--- src/logic/usart_tx_cfg.svh ---
/*
  Constants for the serial frame transmitter: field encodings, sizes and timing counts.
  Assumes inclusion by bare name from the package; design modules rely on its macros without including it.
*/
// Notes on behaviour
// - All thirty frame formats are supported
// - Start bit, then data bits LSB first
// - Parity bit follows last data bit
// - Next frame back to back, else idle
// - Idle line level is high
// - Format from size, parity, stop fields
// - One shared format for both directions
// - Receiver checks only the first stop bit
// - Parity is XOR of data, odd inverts
// - Transmit enable takes over the pin
// - Synchronous mode uses transfer clock pin
// - Data write loads buffer, starts sending
// - Shifter reloads when idle or after stop
// - Bit rate from divisor or transfer clock
// - Unused upper data bits are ignored
// - Size seven takes ninth bit from flag
// - Empty flag set when shifter takes buffer
// - Receive complete shows unread receive data
// - Complete flag sets after last frame
// - Data write clears empty flag
// - Parity enabled by upper mode bit
// - Disable waits until nothing is pending
`ifndef USART_TX_CFG_SVH
`define USART_TX_CFG_SVH

`define CHAR_SIZE_W        3
`define CHAR_SIZE_NINE     3'h7
`define PARITY_MODE_W      2
`define PARITY_EN_BIT      1
`define PARITY_ODD_BIT     0
`define DIVISOR_W          12
`define DIV_NORMAL         5'h10
`define DIV_DOUBLE         5'h08
`define DIV_SYNC           5'h02
`define BIT_CNT_W          4
`define DATA_W             9

`endif

--- src/logic/usart_tx_pkg.sv ---
/*
  Types for the serial frame transmitter.
  Assumes the constants header is on the include path.
*/
`include "usart_tx_cfg.svh"

package usart_tx_pkg;

  typedef logic [`CHAR_SIZE_W-1:0]   char_size_t;
  typedef logic [`PARITY_MODE_W-1:0] parity_mode_t;
  typedef logic [`DIVISOR_W-1:0]     divisor_t;
  typedef logic [`DATA_W-1:0]        char_t;
  typedef logic [`BIT_CNT_W-1:0]     bit_cnt_t;

  typedef enum logic [5:0] {
    ST_OFF    = 6'b00_0001,
    ST_IDLE   = 6'b00_0010,
    ST_START  = 6'b00_0100,
    ST_DATA   = 6'b00_1000,
    ST_PARITY = 6'b01_0000,
    ST_STOP   = 6'b10_0000
  } tx_state_e;

endpackage

--- src/logic/usart_bit_tick.sv ---
/*
  Bit tick generator: divisor down-counter with a bit-phase prescaler, or
  edges of the synchronised transfer clock in synchronous slave mode.
  Assumes the transfer clock input is already synchronised.
*/
`timescale 1ns/1ps

module usart_bit_tick
  import usart_tx_pkg::*;
#(
  parameter int DIV_W = `DIVISOR_W
) (
  input  wire logic             i_clk,
  input  wire logic             i_rst_b,
  input  wire logic             i_run,
  input  wire logic [DIV_W-1:0] i_divisor,
  input  wire logic             i_double,
  input  wire logic             i_sync_mode,
  input  wire logic             i_ext_clk,
  input  wire logic             i_xck_sync,
  input  wire logic             i_clk_pol,
  output logic                  o_tick,
  output logic                  o_xck
);

  typedef struct packed {
    logic [DIV_W-1:0] down;
    logic [4:0]       phase;
    logic             xck_d;
    logic             xck;
    logic             tick;
  } tick_s;

  tick_s s_reg;
  tick_s s_next;
  logic [4:0] ratio;

  always_comb begin
    ratio  = i_sync_mode ? `DIV_SYNC : (i_double ? `DIV_DOUBLE : `DIV_NORMAL);
    s_next = s_reg;
    s_next.tick  = 1'b0;
    s_next.xck_d = i_xck_sync;
    if (!i_run) begin
      s_next.down  = i_divisor;
      s_next.phase = 5'h0_0;
      s_next.xck   = i_clk_pol;
    end else if (i_sync_mode && i_ext_clk) begin
      // Data changes on the edge opposite to the sampling edge
      s_next.tick = (i_xck_sync != s_reg.xck_d) && (i_xck_sync == ~i_clk_pol);
    end else if (s_reg.down == '0) begin
      s_next.down = i_divisor;
      // A phase left over from a larger ratio must not wrap through all 32 steps
      if (s_reg.phase >= ratio - 5'h0_1) begin
        s_next.phase = 5'h0_0;
        s_next.tick  = 1'b1;
      end else begin
        s_next.phase = s_reg.phase + 5'h0_1;
      end
      if (i_sync_mode && (s_reg.phase == 5'h0_0 || s_reg.phase == 5'h0_1)) begin
        s_next.xck = (s_reg.phase == 5'h0_0) ? ~i_clk_pol : i_clk_pol;
      end
    end else begin
      s_next.down = s_reg.down - {{(DIV_W-1){1'b0}}, 1'b1};
    end
  end

  always_ff @(posedge i_clk) begin
    if (!i_rst_b) begin
      s_reg <= '{down: '0, phase: 5'h0_0, xck_d: 1'b1, xck: 1'b0, tick: 1'b0};
    end else begin
      s_reg <= s_next;
    end
  end

  assign o_tick = s_reg.tick;
  assign o_xck  = s_reg.xck;

endmodule // usart_bit_tick

--- src/logic/usart_sync2.sv ---
/*
  Two flip-flop synchroniser for a level from outside the clock domain.
  Assumes a single clock and a synchronous active low reset.
*/
`timescale 1ns/1ps

module usart_sync2 #(
  parameter logic RESET_VAL = 1'b1
) (
  input  wire logic i_clk,
  input  wire logic i_rst_b,
  input  wire logic i_async,
  output logic      o_sync
);

  logic meta_reg;
  logic sync_reg;

  always_ff @(posedge i_clk) begin
    if (!i_rst_b) begin
      meta_reg <= RESET_VAL;
      sync_reg <= RESET_VAL;
    end else begin
      meta_reg <= i_async;
      sync_reg <= meta_reg;
    end
  end

  assign o_sync = sync_reg;

endmodule // usart_sync2

--- src/logic/usart_tx.sv ---
/*
  Serial frame transmitter: single-entry transmit buffer, shift sequencer,
  parity generation, transmit and ready/complete flags, pin override.
  Assumes configuration ports are steady during traffic and that the
  transfer clock pin and receive flags come from outside the clock domain.
*/
`timescale 1ns/1ps

module usart_tx
  import usart_tx_pkg::*;
#(
  parameter int DIV_W = `DIVISOR_W
) (
  input  wire logic                     I_CORE_CLK,
  input  wire logic                     I_RST_B,
  input  wire logic                     I_TX_ENABLE_BIT,
  input  wire logic                     I_RX_ENABLE_BIT,
  input  wire logic [7:0]               I_DATA_IO_WDATA,
  input  wire logic                     I_DATA_IO_WRITE,
  input  wire logic                     I_TX_NINTH_BIT,
  input  wire usart_tx_pkg::char_size_t I_CHAR_SIZE_FIELD,
  input  wire usart_tx_pkg::parity_mode_t I_PARITY_MODE_FIELD,
  input  wire logic                     I_STOP_BIT_SELECT,
  input  wire logic [DIV_W-1:0]         I_BAUD_DIVISOR,
  input  wire logic                     I_DOUBLE_SPEED_BIT,
  input  wire logic                     I_SYNC_MODE,
  input  wire logic                     I_SYNC_EXT_CLK,
  input  wire logic                     I_CLK_POLARITY,
  input  wire logic                     I_TRANSFER_CLOCK_PIN_IN,
  input  wire logic                     I_TX_COMPLETE_CLEAR,
  input  wire logic                     I_TX_COMPLETE_IRQ_ACK,
  input  wire logic                     I_TX_BUFFER_EMPTY_IRQ_ENABLE,
  input  wire logic                     I_RX_UNREAD,
  input  wire logic                     I_GPIO_TX_OUT,
  input  wire logic                     I_GPIO_TX_OE_B,
  output logic                          O_SERIAL_TX_PIN_OUT,
  output logic                          O_SERIAL_TX_PIN_OE_B,
  output logic                          O_TRANSFER_CLOCK_PIN_OUT,
  output logic                          O_TRANSFER_CLOCK_PIN_OE_B,
  output logic                          O_TX_BUFFER_EMPTY_FLAG,
  output logic                          O_TX_BUFFER_EMPTY_IRQ,
  output logic                          O_TX_COMPLETE_FLAG,
  output logic                          O_RX_COMPLETE_FLAG,
  output logic                          O_TX_ACTIVE
);

  import usart_tx_pkg::*;

  typedef struct packed {
    tx_state_e state;
    char_t     buf_data;
    logic      buf_full;
    char_t     shift;
    bit_cnt_t  bit_cnt;
    logic      parity;
    logic      stop2;
    logic      has_parity;
    logic      tx_out;
    logic      tx_oe_b;
    logic      xck_out;
    logic      xck_oe_b;
    logic      empty_flag;
    logic      empty_irq;
    logic      complete_flag;
    logic      rx_flag;
    logic      active;
  } tx_s;

  tx_s s_reg;
  tx_s s_next;

  logic     tick;
  logic     xck_gen;
  logic     xck_sync;
  logic     rx_unread_sync;
  logic     owns_pin;
  logic     frame_done;
  logic     load_now;
  logic     data_last;
  bit_cnt_t n_bits;
  char_t    masked;

  ////////////////////////////////////////////////////////////////////////////
  // Input synchronisers and bit timing

  usart_sync2 #(
    .RESET_VAL (1'b1)
  ) u_sync_xck (
    .i_clk   (I_CORE_CLK),
    .i_rst_b (I_RST_B),
    .i_async (I_TRANSFER_CLOCK_PIN_IN),
    .o_sync  (xck_sync)
  );

  usart_sync2 #(
    .RESET_VAL (1'b0)
  ) u_sync_rx (
    .i_clk   (I_CORE_CLK),
    .i_rst_b (I_RST_B),
    .i_async (I_RX_UNREAD),
    .o_sync  (rx_unread_sync)
  );

  usart_bit_tick #(
    .DIV_W (DIV_W)
  ) u_tick (
    .i_clk       (I_CORE_CLK),
    .i_rst_b     (I_RST_B),
    .i_run       (owns_pin),
    .i_divisor   (I_BAUD_DIVISOR),
    .i_double    (I_DOUBLE_SPEED_BIT),
    .i_sync_mode (I_SYNC_MODE),
    .i_ext_clk   (I_SYNC_EXT_CLK),
    .i_xck_sync  (xck_sync),
    .i_clk_pol   (I_CLK_POLARITY),
    .o_tick      (tick),
    .o_xck       (xck_gen)
  );

  ////////////////////////////////////////////////////////////////////////////
  // Frame format decode

  always_comb begin
    // Size field 0..3 gives 5..8 bits, 7 gives 9
    if (I_CHAR_SIZE_FIELD == `CHAR_SIZE_NINE) begin
      n_bits = 4'h9;
    end else begin
      n_bits = 4'h5 + {2'b00, I_CHAR_SIZE_FIELD[1:0]};
    end
    masked = {I_TX_NINTH_BIT, I_DATA_IO_WDATA};
    for (int i = 0; i < `DATA_W; i++) begin
      if (i >= int'(n_bits)) begin
        masked[i] = 1'b0;
      end
    end
  end

  assign owns_pin   = (s_reg.state != ST_OFF);
  assign data_last  = (s_reg.bit_cnt == n_bits - 4'h1);
  assign frame_done = tick && (s_reg.state == ST_STOP) && !s_reg.stop2;
  assign load_now   = s_reg.buf_full && ((s_reg.state == ST_IDLE && tick) || frame_done);

  ////////////////////////////////////////////////////////////////////////////
  // Sequencer and flags

  always_comb begin
    s_next = s_reg;
    s_next.rx_flag = rx_unread_sync;

    case (s_reg.state)
      ST_OFF: begin
        if (I_TX_ENABLE_BIT) begin
          s_next.state = ST_IDLE;
        end
      end
      ST_IDLE: begin
        if (!I_TX_ENABLE_BIT && !s_reg.buf_full) begin
          s_next.state = ST_OFF;
        end
      end
      ST_START: begin
        if (tick) begin
          s_next.state   = ST_DATA;
          s_next.bit_cnt = '0;
          s_next.tx_out  = s_reg.shift[0];
          s_next.shift   = {1'b0, s_reg.shift[`DATA_W-1:1]};
        end
      end
      ST_DATA: begin
        if (tick) begin
          if (!data_last) begin
            s_next.bit_cnt = s_reg.bit_cnt + 4'h1;
            s_next.tx_out  = s_reg.shift[0];
            s_next.shift   = {1'b0, s_reg.shift[`DATA_W-1:1]};
          end else if (s_reg.has_parity) begin
            s_next.state  = ST_PARITY;
            s_next.tx_out = s_reg.parity;
          end else begin
            s_next.state  = ST_STOP;
            s_next.tx_out = 1'b1;
          end
        end
      end
      ST_PARITY: begin
        if (tick) begin
          s_next.state  = ST_STOP;
          s_next.tx_out = 1'b1;
        end
      end
      ST_STOP: begin
        if (tick) begin
          if (s_reg.stop2) begin
            s_next.stop2 = 1'b0;
          end else begin
            s_next.state = ST_IDLE;
            s_next.tx_out = 1'b1;
            if (!s_reg.buf_full) begin
              s_next.complete_flag = 1'b1;
            end
          end
        end
      end
      default: begin
        s_next.state = ST_OFF;
      end
    endcase

    // Software clear skipped on a completion in the same cycle, so the completion wins
    if ((I_TX_COMPLETE_CLEAR || I_TX_COMPLETE_IRQ_ACK) && !(frame_done && !s_reg.buf_full)) begin
      s_next.complete_flag = 1'b0;
    end

    if (load_now) begin
      s_next.state      = ST_START;
      s_next.tx_out     = 1'b0;
      s_next.shift      = s_reg.buf_data;
      s_next.parity     = (^s_reg.buf_data) ^ I_PARITY_MODE_FIELD[`PARITY_ODD_BIT];
      s_next.has_parity = I_PARITY_MODE_FIELD[`PARITY_EN_BIT];
      s_next.stop2      = I_STOP_BIT_SELECT;
      s_next.buf_full   = 1'b0;
    end

    if (I_DATA_IO_WRITE && (!s_reg.buf_full || load_now)) begin
      s_next.buf_data = masked;
      s_next.buf_full = 1'b1;
    end

    if (s_next.state == ST_OFF) begin
      s_next.tx_out  = I_GPIO_TX_OUT;
      s_next.tx_oe_b = I_GPIO_TX_OE_B;
    end else begin
      s_next.tx_oe_b = 1'b0;
      if (s_next.state == ST_IDLE) begin
        s_next.tx_out = 1'b1;
      end
    end

    s_next.xck_oe_b   = !(owns_pin && I_SYNC_MODE && !I_SYNC_EXT_CLK);
    s_next.xck_out    = xck_gen;
    s_next.empty_flag = !s_next.buf_full;
    s_next.empty_irq  = !s_next.buf_full && I_TX_BUFFER_EMPTY_IRQ_ENABLE;
    s_next.active     = (s_next.state != ST_OFF) && (s_next.state != ST_IDLE);
  end

  always_ff @(posedge I_CORE_CLK) begin
    if (!I_RST_B) begin
      s_reg <= '{state: ST_OFF, buf_data: '0, buf_full: 1'b0, shift: '0, bit_cnt: '0,
                 parity: 1'b0, stop2: 1'b0, has_parity: 1'b0, tx_out: 1'b1, tx_oe_b: 1'b1,
                 xck_out: 1'b0, xck_oe_b: 1'b1, empty_flag: 1'b1, empty_irq: 1'b0,
                 complete_flag: 1'b0, rx_flag: 1'b0, active: 1'b0};
    end else begin
      s_reg <= s_next;
    end
  end

  assign O_SERIAL_TX_PIN_OUT       = s_reg.tx_out;
  assign O_SERIAL_TX_PIN_OE_B      = s_reg.tx_oe_b;
  assign O_TRANSFER_CLOCK_PIN_OUT  = s_reg.xck_out;
  assign O_TRANSFER_CLOCK_PIN_OE_B = s_reg.xck_oe_b;
  assign O_TX_BUFFER_EMPTY_FLAG    = s_reg.empty_flag;
  assign O_TX_BUFFER_EMPTY_IRQ     = s_reg.empty_irq;
  assign O_TX_COMPLETE_FLAG        = s_reg.complete_flag;
  assign O_RX_COMPLETE_FLAG        = s_reg.rx_flag;
  assign O_TX_ACTIVE               = s_reg.active;

endmodule // usart_tx

--- config.mk ---
export PLATFORM = sky130hd
export DESIGN_NAME = usart_tx
export DESIGN_NICKNAME = d
export VERILOG_FILES = /design/src/logic/usart_tx_pkg.sv /design/src/logic/usart_bit_tick.sv /design/src/logic/usart_sync2.sv /design/src/logic/usart_tx.sv
export VERILOG_INCLUDE_DIRS = /design/src /design/src/logic
export SDC_FILE = /design/constraint.sdc
export NUM_CORES = 1
export LEC_CHECK = 0
export BUFFER_PORTS_ARGS = -buffer_cell sky130_fd_sc_hd__buf_4
export CAP_MARGIN = 15
export CORE_ASPECT_RATIO = 0.75
export CORE_UTILIZATION = 50
export DETAILED_ROUTE_END_ITERATION = 16
export PLACE_DENSITY = 0.72
export SLEW_MARGIN = 15
export SYNTH_ARGS = -nofsm -noshare
export SYNTH_HDL_FRONTEND = slang
export SYNTH_HIERARCHICAL = 1
export SYNTH_SLANG_ARGS = --single-unit
--- constraint.sdc ---
create_clock -name I_CORE_CLK -period 2.5 [get_ports I_CORE_CLK]
set_input_delay 0.25 -clock I_CORE_CLK [delete_from_list [all_inputs] [get_ports I_CORE_CLK]]
set_output_delay 0.25 -clock I_CORE_CLK [all_outputs]
set_load 0.005 [all_outputs]
==> results.md <==
- Layout cells sized above 1: 20.7%
- Standard-cell rows: 26
- Vias in the first global route: 2895
- HP Class: input port to flop
- CTS tree: done
- Adder-cell share of the synthesized area: 5.84%
- CP endpoint kind: flop
- Fin nets: about 540
- Asr flop ratio synth: 0%
- Worst Path Required: 2770 ps
- Cells after Synth: about 430
- Final Hold Fails: 0
- Gpl congestion: approximately 0.86
- Post-synthesis mux area share: 2.75%
- Yosys warns: 6
- Startpoint Class: flop
- Synth top area share: 35.8%
- RSZ-0062 raised after global routing: false
- Mapped Avg Cell Area: approximately 8.5 um^2
- Status: finished clean
- Min Clock Period, post-route: 2250 ps
- Synth Flop Type: dfxtp_1
- First-pass GRT wire length: around 14000 um
- Total gr overflow: 0
- Slowest CP cell: or4_4
- ANT cells: 0
- Xor/xnor share of the synthesized area: 4.33%
- Later-pin clock latency in the skew report: 340 ps
- Overall power: 2.58 mW
- Crit-path cells: or4_4, nor3_4, o21a_1, nand2_1, buf_4, a21oi_1
- Slew @ Worst Pin: 677 ps
- Fin Clk Skew: 7.30 ps
- Max VDD drop: 282 uV
- Post-Syn Area: 3640 um^2
- Area Overhead vs Synth: 18.3%
- Port buffer count: 50
- Max reg flops: 32
- Leakage power: between 1.5 and 2 nW
- Drt drc: 0
- H-tree levels: 3
- Number of flops mapped to enable cells by yosys: 0
- Max-cap check violation count: 0
- CTS sink count: 65
- Clk slew on worst S/H paths: 70 ps
- Largest family of logic cells by synthesized area: simple AND/OR/NAND/NOR gates
- GRT Total Usage: a little under a quarter
- Post-Synth Simple-Gate Area: 25.0%
- Post-synthesis compound-gate area fraction: 21.4%
- Final wirelength: 8590 um
- Setup TNS: 0 ps
- Distinct cells, synth: 72
- Sequential share of the synthesized area: between 30% and 40%
- Synth top cells by count: 65 x dfxtp_1, 47 x nand2_1, 43 x a21oi_1
- DRT Pass-1 Iters: 5
- Core area: 6930 um^2
- Synth area leaders: dfxtp_1 36%, a21oi_1 5.9%, ha_1 5.8%
- Post-CTS sizing: 0
- Die W: 101 um
- Routed Antenna Nets: 0
- Number of buffers and inverters on the critical path: 1
- Most frequent cell after synthesis: dfxtp_1
- Routed length per placed instance: 14.6 um
- DIE HEIGHT: 75.9 um
- Total number of vias: 3285
- Max-slew headroom: 54.9%
- PwrDens: 599 nW/um^2
- Core Util, Final: 62.2%
- Top Ports: 52
- DP HPWL: around 6300 um
- Fillers: 608
- Critical path arrival: 2520 ps
- Root buf cell: clkbuf_8
- Post-CTS Setup Bufs: 0
- Initial core utilization: 52.5%
- F_max: 444 MHz
- Critical path's top delay family: simple AND/OR/NAND/NOR gates
- Largest net degree at the start of global routing: just over 40
- CTS hold repair buffers: 0
- Die area: 7630 um^2
- Drt via density: between 5 and 6
- WS Path Type: flop to flop
- Clock buffer depth: 2
- Initial DRC Count: 270
- Total CTS buffers: 9
- Post-synth top area cell: dfxtp_1
- Synthesized Nets: 489
- Delay of the slowest critical-path stage: about 600 ps
- Final period util: 90.0%
- Largest fanout on the critical path: 18
- Final setup violation count: 0
- Post-synthesis register bit count: 65
- Fin. max-slew vios: 0
- Antenna violations before repair: 0
-- routing by layer --
layer  up-vias  track usage [%]  share of wire [%]
li1       1654                -                  -
met1      1537             31.3                 50
met2        85             35.8                 44
met3         9             5.96                4.8
met4         0             8.37                1.1
met5         -                0                  0
-- final cells by class --
class / count / area (um^2) / share of cell area [%]
clock buffer: 11 / 141 / 3.28
tap: 98 / 123 / 2.85
clock inverter: 5 / 55.1 / 1.28
sequential: 65 / 1300 / 30.2
multi-input combinational: 328 / 2160 / 50.3
inverter: 21 / 78.8 / 1.83
timing repair buffer: 59 / 443 / 10.3
-- placed cells by master (no fill, tap or decap), types with 3 or more instances in the layout --
cell type,netlist,routed
dfxtp_1,65,65
buf_4,1,59
nand2_1,47,47
a21oi_1,43,43
o21ai_0,27,27
nor2_1,23,23
inv_1,20,20
xnor2_1,17,17
ha_1,17,17
nor3_1,11,11
nand3_1,11,11
mux2i_1,10,10
clkbuf_8,1,10
and2_1,9,9
nand2b_1,7,7
a31oi_1,7,7
nor4_1,6,6
o211ai_1,6,6
o22ai_1,6,6
nand4b_1,5,5
a21boi_0,4,4
or2_2,4,4
nor2b_1,4,4
or4_1,4,4
nor4b_1,3,3
nand3b_1,3,3
-- stage by stage --
stage          instances  hold WS (ps)  setup WS, ps  instance area [um^2]
6_report             587          87.6           249                  4310
3_5_place_dp         571           421          48.6                  4110
3_3_place_gp         571           420          97.8                  4110
5_1_grt              587          69.6          54.1                  4310
2_1_floorplan        429           323           314                  3640
4_1_cts              587          67.1           278                  4310
-- logic make-up (layout without fill, tap and decap cells) --
group                    count (synthesis)  after routing
buffers and inverters                   36             96
multiplexers                            10             10
XOR/XNOR                                18             18
other                                    1              1
AND/OR/NAND/NOR                        159            159
flip-flops                              65             65
AO/OA/AOI/OAI                          123            123
adder cells (fa/ha/maj)                 17             17
-- report_power, final --
group	internal (mW)	total, mW	leakage [nW]	switching, mW
combinational	0.249	0.529	1.04	0.280
sequential	1.09	1.16	0.531	0.0674
clock	0.484	0.888	0.0953	0.404
total	1.83	2.58	1.67	0.751
-- worst paths after layout --
path | from | to | slack (ps) | cells after the start
worst max-delay path | s_reg[36] | s_reg[18] | 250 | 6
worst min-delay path | I_TRANSFER_CLOCK_PIN_IN | u_sync_xck/meta_reg | 90 | 2
worst max register to register | s_reg[36] | s_reg[18] | 250 | 6
worst min register to register | u_sync_rx/meta_reg | u_sync_rx/o_sync | 430 | 1
(Power assumes the default switching activity.)
